===== src/handler_state_pkg.sv =====
// Purpose: Constants and types for the system handler active-state register
// Assumes: Single 32-bit register reached over a plain strobe port
// Notes: Offset is a local choice; only the low half is modelled
package handler_state_pkg;

    // ------------------------------------------------------------
    // Register map
    // ------------------------------------------------------------
    localparam logic [7:0] state_reg_offset = 8'h00;
    localparam logic [31:0] state_reg_reset = 32'h0000_0000;

    // ------------------------------------------------------------
    // Field positions
    // ------------------------------------------------------------
    localparam int bit_mem_fault = 0;
    localparam int bit_bus_fault = 1;
    localparam int bit_usage_fault = 3;
    localparam int bit_supervisor_call = 7;
    localparam int bit_debug_watch = 8;
    localparam int bit_pendable_service = 10;
    localparam int flag_count = 6;

    // Writable bits; everything else reads zero
    localparam logic [31:0] active_mask = 32'h0000_058b;

    // Exception entry/return event lines, one bit per flag
    typedef struct packed {
        logic pendable_service;
        logic debug_watch;
        logic supervisor_call;
        logic usage_fault;
        logic bus_fault;
        logic mem_fault;
    } handler_events_t;

    // Register bus request
    typedef struct packed {
        logic [7:0] addr;
        logic [31:0] wdata;
        logic wr;
        logic rd;
    } reg_req_t;

endpackage : handler_state_pkg


===== src/active_flag.sv =====
// Purpose: One active-status flag with hardware and software update
// Assumes: Entry and return arrive as one-cycle pulses
// Notes: Entry beats return, and both beat a software write in the same cycle
`timescale 1ns/1ps
`default_nettype none
module active_flag (
    input wire logic clk,
    input wire logic rst,
    input wire logic hw_enter,
    input wire logic hw_return,
    input wire logic sw_write,
    input wire logic sw_value,
    output logic flag_r
);
    logic flag_nxt;

    // Entry sets, return clears, else software value
    assign flag_nxt = hw_enter ? 1'b1 :
                      hw_return ? 1'b0 :
                      sw_write ? sw_value : flag_r;

    // Flag store
    always_ff @(posedge clk) begin
        if (rst) begin
            flag_r <= 1'b0;
        end else begin
            flag_r <= flag_nxt;
        end
    end
endmodule : active_flag
`default_nettype wire


===== src/handler_state.sv =====
// Purpose: Active-state bits of the system handler control register
// Assumes: One clock, synchronous active-high reset, strobe register port
// Assumes: Entry and return events arrive as one-cycle pulses from the exception logic
// Notes: Read data valid exactly one cycle after the read strobe, zero otherwise
// Notes: Handler entry beats return, and return beats a software write
// Notes: The enable and pending half of the register lives elsewhere
`timescale 1ns/1ps
`default_nettype none
module handler_state (
    input wire logic clk,
    input wire logic rst,
    input wire logic [7:0] addr,
    input wire logic [31:0] wdata,
    input wire logic wr,
    input wire logic rd,
    output logic [31:0] rdata,
    input wire handler_state_pkg::handler_events_t enter_ev,
    input wire handler_state_pkg::handler_events_t return_ev,
    output handler_state_pkg::handler_events_t active
);
    // ------------------------------------------------------------
    // Decode
    // ------------------------------------------------------------
    // Bus request and decode results
    handler_state_pkg::reg_req_t req;
    wire wr_hit;
    wire rd_hit;
    // Per-flag write values and hardware events
    wire [5:0] wvals;
    wire [5:0] hw_set;
    wire [5:0] hw_clr;
    // Flag image and read path
    logic [5:0] flags;
    wire [31:0] state_word;
    logic [31:0] rdata_nxt;

    // Strobe qualified by the register address; shared by both strobes
    function automatic logic reg_hit(input logic [7:0] a, input logic s);
        return s && (a == handler_state_pkg::state_reg_offset);
    endfunction : reg_hit

    // Request bundle and strobe decode
    assign req = '{addr: addr, wdata: wdata, wr: wr, rd: rd};
    assign wr_hit = reg_hit(req.addr, req.wr);
    assign rd_hit = reg_hit(req.addr, req.rd);
    // Exception logic events bypass the bus, so software cannot mask them
    assign hw_set = enter_ev;
    assign hw_clr = return_ev;

    // Write values from the flag bit positions, pendable flag in the top slot
    assign wvals = {req.wdata[handler_state_pkg::bit_pendable_service],
                    req.wdata[handler_state_pkg::bit_debug_watch],
                    req.wdata[handler_state_pkg::bit_supervisor_call],
                    req.wdata[handler_state_pkg::bit_usage_fault],
                    req.wdata[handler_state_pkg::bit_bus_fault],
                    req.wdata[handler_state_pkg::bit_mem_fault]};

    // ------------------------------------------------------------
    // Flag storage
    // ------------------------------------------------------------
    // One flag cell per active bit, indexed as the event struct
    genvar g;
    generate
        for (g = 0; g < handler_state_pkg::flag_count; g = g + 1) begin : g_flag
            active_flag u_flag (
                .clk(clk),
                .rst(rst),
                .hw_enter(hw_set[g]),
                .hw_return(hw_clr[g]),
                .sw_write(wr_hit),
                .sw_value(wvals[g]),
                .flag_r(flags[g])
            );
        end
    endgenerate

    // Reassemble register image; reserved bits tie to zero
    // Mask applied again so a slip in the concatenation cannot leak a reserved bit
    assign state_word = {21'h000000,
                         flags[5], 1'b0, flags[4], flags[3], 3'h0,
                         flags[2], 1'b0, flags[1], flags[0]}
                        & handler_state_pkg::active_mask;

    // Unmapped or idle reads return zero
    assign rdata_nxt = rd_hit ? state_word : 32'h0000_0000;

    // Registered read data and status copy
    always_ff @(posedge clk) begin
        if (rst) begin
            rdata <= 32'h0000_0000;
            active <= '0;
        end else begin
            rdata <= rdata_nxt;
            // Copy trails the flags by one edge; flags stay internal
            active <= flags;
        end
    end

    // Cycles with no handler event, and writes that race none
    wire no_event;
    wire sw_only;
    assign no_event = (hw_set == 6'h00) && (hw_clr == 6'h00);
    assign sw_only = wr_hit && no_event;
endmodule : handler_state
`default_nettype wire


===== config.mk =====
export PLATFORM = sky130hd
export DESIGN_NAME = handler_state
export DESIGN_NICKNAME = d
export VERILOG_FILES = /design/src/handler_state_pkg.sv /design/src/active_flag.sv /design/src/handler_state.sv
export SDC_FILE = /design/constraint.sdc
export NUM_CORES = 1
export LEC_CHECK = 0
export BUFFER_PORTS_ARGS = -buffer_cell sky130_fd_sc_hd__buf_2
export CORE_MARGIN = 3
export CORE_UTILIZATION = 35
export CTS_BUF_LIST = sky130_fd_sc_hd__clkbuf_8
export DETAILED_ROUTE_END_ITERATION = 10
export PLACE_DENSITY = 0.89
export SLEW_MARGIN = 0
export SYNTH_ARGS = -nofsm -noshare
export SYNTH_HDL_FRONTEND = slang
export SYNTH_SLANG_ARGS = --single-unit

===== constraint.sdc =====
create_clock -name clk -period 1.9 [get_ports clk]
set_input_delay 0.095 -clock clk [delete_from_list [all_inputs] [get_ports clk]]
set_output_delay 0.095 -clock clk [all_outputs]
set_load 0.1 [all_outputs]

# After elaboration in Yosys (flattened, before gate mapping)
# Index checks and enable logic that the tools add are counted.
dict set report word_totals {
  word_cells 43
  regBits 44
  input_bits 56
}
dict set report classes {
  n_mux 18
  reduce_logical 10
  bitwise_logic 1
}
# cell n
set op_table {}
lappend op_table {{$mux 1} 18}
lappend op_table {{$reduce_bool 3->1} 6}
lappend op_table {{$logic_not 8->1} 1}
lappend op_table {{$logic_and 1x1->1} 2}
lappend op_table {{$reduce_or 2->1} 1}
lappend op_table {{$not 1->1} 1}

# Longest topological paths before layout
dict set report depth {
  depth_word 5
  mapped_depth 4
}

# By module
# From an unflattened synthesis, not the netlist that was laid out.
dict set report unflattened {
  hier_cells 88
  hier_area_um2 897.1
}
# module cells_each n_inst seq_area_each_um2 area_each_um2
set by_module_without_submodules {}
lappend by_module_without_submodules {handler_state 64 1 240.2 634.4}
lappend by_module_without_submodules {active_flag 4 6 20.0 43.8}

# Worst setup path before layout
# Ideal clock, no wire load.
dict set report synth_path {
  kind {input port to flip-flop}
  startpoint {input port addr[5]}
  endpoint {register g_flag[0].u_flag.flag_r}
  stages 3
  path_slack_ns 0.505
  required_ns 1.778
  setup_time_ns 0.122
  arrival_time_ns 1.273
  n_path_buf 0
  path_cell_list {or4_4 o311a_1 a311o_1}
}
dict set report synth_between {
  elab_chain_cells 3
}
# element line_no
set synth_lines {}
lappend synth_lines {{start: declaration} handler_state.sv:12} ;# input wire logic [7:0] addr,
lappend synth_lines {{$logic_not 8->1} handler_state.sv:39} ;# return s && (a == handler_state_pkg::state_reg_offset);
lappend synth_lines {{$logic_and 1x1->1} handler_state.sv:39}
lappend synth_lines {{$reduce_bool 3->1 (no source line)} -}
lappend synth_lines {{end signal: assignment} active_flag.sv:27} ;# flag_r <= flag_nxt;
lappend synth_lines {{end: declaration} active_flag.sv:13} ;# output logic flag_r
# Every way passes these cells.
# A chain may end at the register's enable or synchronous reset.

# Final worst setup path
dict set report layout_path {
  startpoint {input port addr[5]}
  endpoint {register g_flag[2].u_flag.flag_r}
}
dict set report layout_between {
  elab_chain_cells 3
}
# element line_no
set layout_lines {}
lappend layout_lines {{$logic_not 8->1} handler_state.sv:39}
lappend layout_lines {{$logic_and 1x1->1} handler_state.sv:39}
lappend layout_lines {{$reduce_bool 3->1 (no source line)} -}
lappend layout_lines {{end signal: assignment} active_flag.sv:27}
lappend layout_lines {{end: declaration} active_flag.sv:13}
# Every way passes these cells.

==> impl_metrics.prom <==
# TYPE chip_impl_metric gauge
chip_impl_info{name="status",value="finished, final reports clean"} 1
chip_impl_metric{name="critPathRequiredTime",unit="ns"} 2.04
chip_impl_metric{name="ir_drop",unit="uV"} 532.0
chip_impl_metric{name="synth_edf_count",unit=""} 0
chip_impl_metric{name="die_height",unit="um"} 56.20
chip_impl_info{name="root_buffer",value="clkbuf_8"} 1
chip_impl_metric{name="final_hold_viol_count",unit=""} 0
chip_impl_metric{name="antenna_violations_before_repair",unit=""} 0
chip_impl_metric{name="inserted_clock_buffers",unit=""} 3
chip_impl_metric{name="register_area",unit="um2"} 360.3
chip_impl_metric{name="worst_clk_skew",unit="ns"} 0.001340
chip_impl_metric{name="setup_buffers_after_cts",unit=""} 0
chip_impl_metric{name="path_clk_slew",unit="ns"} 0.06
chip_impl_metric{name="cp.arrival",unit="ns"} 1.45
chip_impl_metric{name="dp_hpwl",unit="um"} 1527
chip_impl_metric{name="routability_congestion",unit=""} 0.7482
chip_impl_metric{name="grt_start_max_net_pins",unit=""} 16
chip_impl_metric{name="final_net_count",unit=""} 191
chip_impl_metric{name="post_synth_inst_count",unit=""} 91
chip_impl_metric{name="max_clock_freq",unit="MHz"} 759.3
chip_impl_metric{name="firstDrtPassIters",unit=""} 3
chip_impl_info{name="grt_setup_unrepaired",value="no"} 1
chip_impl_metric{name="p_leak",unit="nW"} 0.5551
chip_impl_metric{name="num-fill-cells",unit=""} 218
chip_impl_metric{name="synth_area",unit="um2"} 882.1
chip_impl_info{name="hp-class",value="in2reg"} 1
chip_impl_metric{name="synthesis.area_per_instance",unit="um2"} 9.693
chip_impl_metric{name="antenna_cells",unit=""} 0
chip_impl_metric{name="grt_first_pass_wirelength",unit="um"} 2780
chip_impl_metric{name="drt_iter0_drc",unit=""} 24
chip_impl_metric{name="path_max_fanout",unit=""} 5
chip_impl_metric{name="clock_sink_count",unit=""} 18
chip_impl_metric{name="antenna_violating_nets_post_route",unit=""} 0
chip_impl_metric{name="coreArea",unit="um2"} 2297
chip_impl_metric{name="cts.hold.buffers_added",unit=""} 0
chip_impl_metric{name="drc_viols",unit=""} 0
chip_impl_metric{name="synthArstFlopShare",unit="%"} 0
chip_impl_metric{name="timing.hold.ws",unit="ns"} 0.04595
chip_impl_metric{name="grtUsageTotal",unit="%"} 11.12
chip_impl_metric{name="seq_area_frac_synth",unit="%"} 40.85
chip_impl_metric{name="cellPowerDensity",unit="nW/um2"} 950.1
chip_impl_metric{name="maxCapViolations",unit=""} 0
chip_impl_metric{name="setup_total_negative_slack",unit="ns"} 0
chip_impl_metric{name="vias_cell",unit=""} 4.503
chip_impl_metric{name="synth_warnings",unit=""} 0
chip_impl_metric{name="report.final.setup_viol",unit=""} 0
chip_impl_info{name="synthFlopType",value="dfxtp_1"} 1
chip_impl_metric{name="ios",unit=""} 94
chip_impl_metric{name="initial_utilization",unit="%"} 38.40
chip_impl_metric{name="post_drt_wl_per_cell",unit="um"} 11.34
chip_impl_info{name="leading_cell_types_in_the_layout_fill_and_taps_excluded",value="buf_2, conb_1, dfxtp_1, nor2b_1"} 1
chip_impl_metric{name="final_min_period_over_clock_period",unit="%"} 69.32
chip_impl_metric{name="via_count",unit=""} 725
chip_impl_metric{name="final_worst_path_period_need",unit="ns"} 1.317
chip_impl_info{name="worstSetupEndpointType",value="register"} 1
chip_impl_metric{name="post_cts_resize_count",unit=""} 0
chip_impl_metric{name="total_count_of_max_transition_violations_in_the_final_report",unit=""} 0
chip_impl_metric{name="wl",unit="um"} 1825
chip_impl_info{name="mostFrequentLayoutCell",value="buf_2"} 1
chip_impl_info{name="timing.critical_path.from_type",value="input port"} 1
chip_impl_metric{name="multi_input_area",unit="um2"} 394.1
chip_impl_metric{name="max_clock_buf_depth",unit=""} 2
chip_impl_metric{name="synth.ff_latch_count",unit=""} 18
chip_impl_info{name="critical_path_class",value="in2reg"} 1
chip_impl_metric{name="synth.distinct_cells",unit=""} 24
chip_impl_metric{name="die_width",unit="um"} 56.20
chip_impl_metric{name="placement_rows",unit=""} 17
chip_impl_info{name="tritoncts",value="built"} 1
chip_impl_metric{name="placement.io_buffers",unit=""} 41
chip_impl_metric{name="grt_remaining_overflow",unit=""} 0
chip_impl_metric{name="floorplan_die_area",unit="um2"} 3158
chip_impl_metric{name="layout_area_overhead",unit="%"} 20.00
chip_impl_metric{name="cts-htree-levels",unit=""} 1
chip_impl_metric{name="drive_gt1_share",unit="%"} 36.09
chip_impl_metric{name="clk_latency",unit="ns"} 0.25
chip_impl_metric{name="first_global_vias",unit=""} 648
## sequential cells by signal, summed over array words and instances, names as in the netlist
signal,count
active,6
g_flag.u_flag.flag_r,6
rdata,6
## cells in the mapped netlist, drive strengths merged, types with 2 or more instances
cell type	n	area share, %
inv	6	2.6
o311a	4	4.7
nor2b	7	5.0
a221o	2	2.3
and2	6	4.3
and3	2	1.4
nor2	3	1.3
or4	2	2.6
a311o	2	2.3
dfxtp	18	41
buf	26	22
nor4	2	1.4
## path summary, 6_finish.rpt
| kind | start | end | slack [ns] | depth (start not counted) |
|---|---|---|---|---|
| min reg2reg | g_flag[1].u_flag.flag_r$_SDFFE_PP0P_ | rdata[1]$_SDFF_PP0_ | 0.44 | 1 |
| min | return_ev[4] | g_flag[4].u_flag.flag_r$_SDFFE_PP0P_ | 0.05 | 2 |
| max reg2reg | g_flag[1].u_flag.flag_r$_SDFFE_PP0P_ | g_flag[1].u_flag.flag_r$_SDFFE_PP0P_ | 0.95 | 3 |
| max | addr[5] | g_flag[2].u_flag.flag_r$_SDFFE_PP0P_ | 0.58 | 4 |
## cell families after synthesis
family | share of synthesized area [%]
AO/OA/AOI/OAI | 12.20
buffers and inverters | 25.11
flip-flops | 40.85
other | 0.4251
AND/OR/NAND/NOR | 21.42
## metrics by stage
stage	setup WS (ns)	instances	total power (W)	utilization [%]	area (um2)
2_1_floorplan	0.5046	116	0.0007554	-	975.9
3_3_place_gp	0.3607	158	0.0007561	44.28	1017
3_5_place_dp	0.3192	158	0.0007606	44.28	1017
4_1_cts	0.5826	161	0.001009	46.08	1059
5_1_grt	0.5741	161	0.001035	46.08	1059
6_report	0.5829	161	0.001006	46.08	1059
## where the power goes
part / leakage (nW) / switching (W) / internal, W
clock network: 0.0216 / 0.000111 / 0.000141
logic: 0.386 / 0.000309 / 0.0000452
registers: 0.148 / 0.00000512 / 0.000394
total: 0.555 / 0.000426 / 0.000580
## final cells by class
class / instances / share of cell area (%)
clock buffer: 3 / 3.901
multi-input combinational: 65 / 37.23
inverter: 6 / 2.128
timing repair buffer: 41 / 19.39
tap: 28 / 3.310
sequential: 18 / 34.04
## worst max-delay path, cell delays in order
cell	delay, ns
buf_2	0.10
or4_4	0.57
o311a_1	0.36
a311o_1	0.32
## per-layer routing
layer / GRT usage [%] / vias up / part of all wire, %
li1: - / 350 / -
met4: 6.102 / 0 / 2.0
met5: 0 / - / 0
met2: 20.87 / 46 / 52
met1: 10.49 / 324 / 33
met3: 3.480 / 5 / 12
Note: power is estimated with default switching activity, not from simulation.
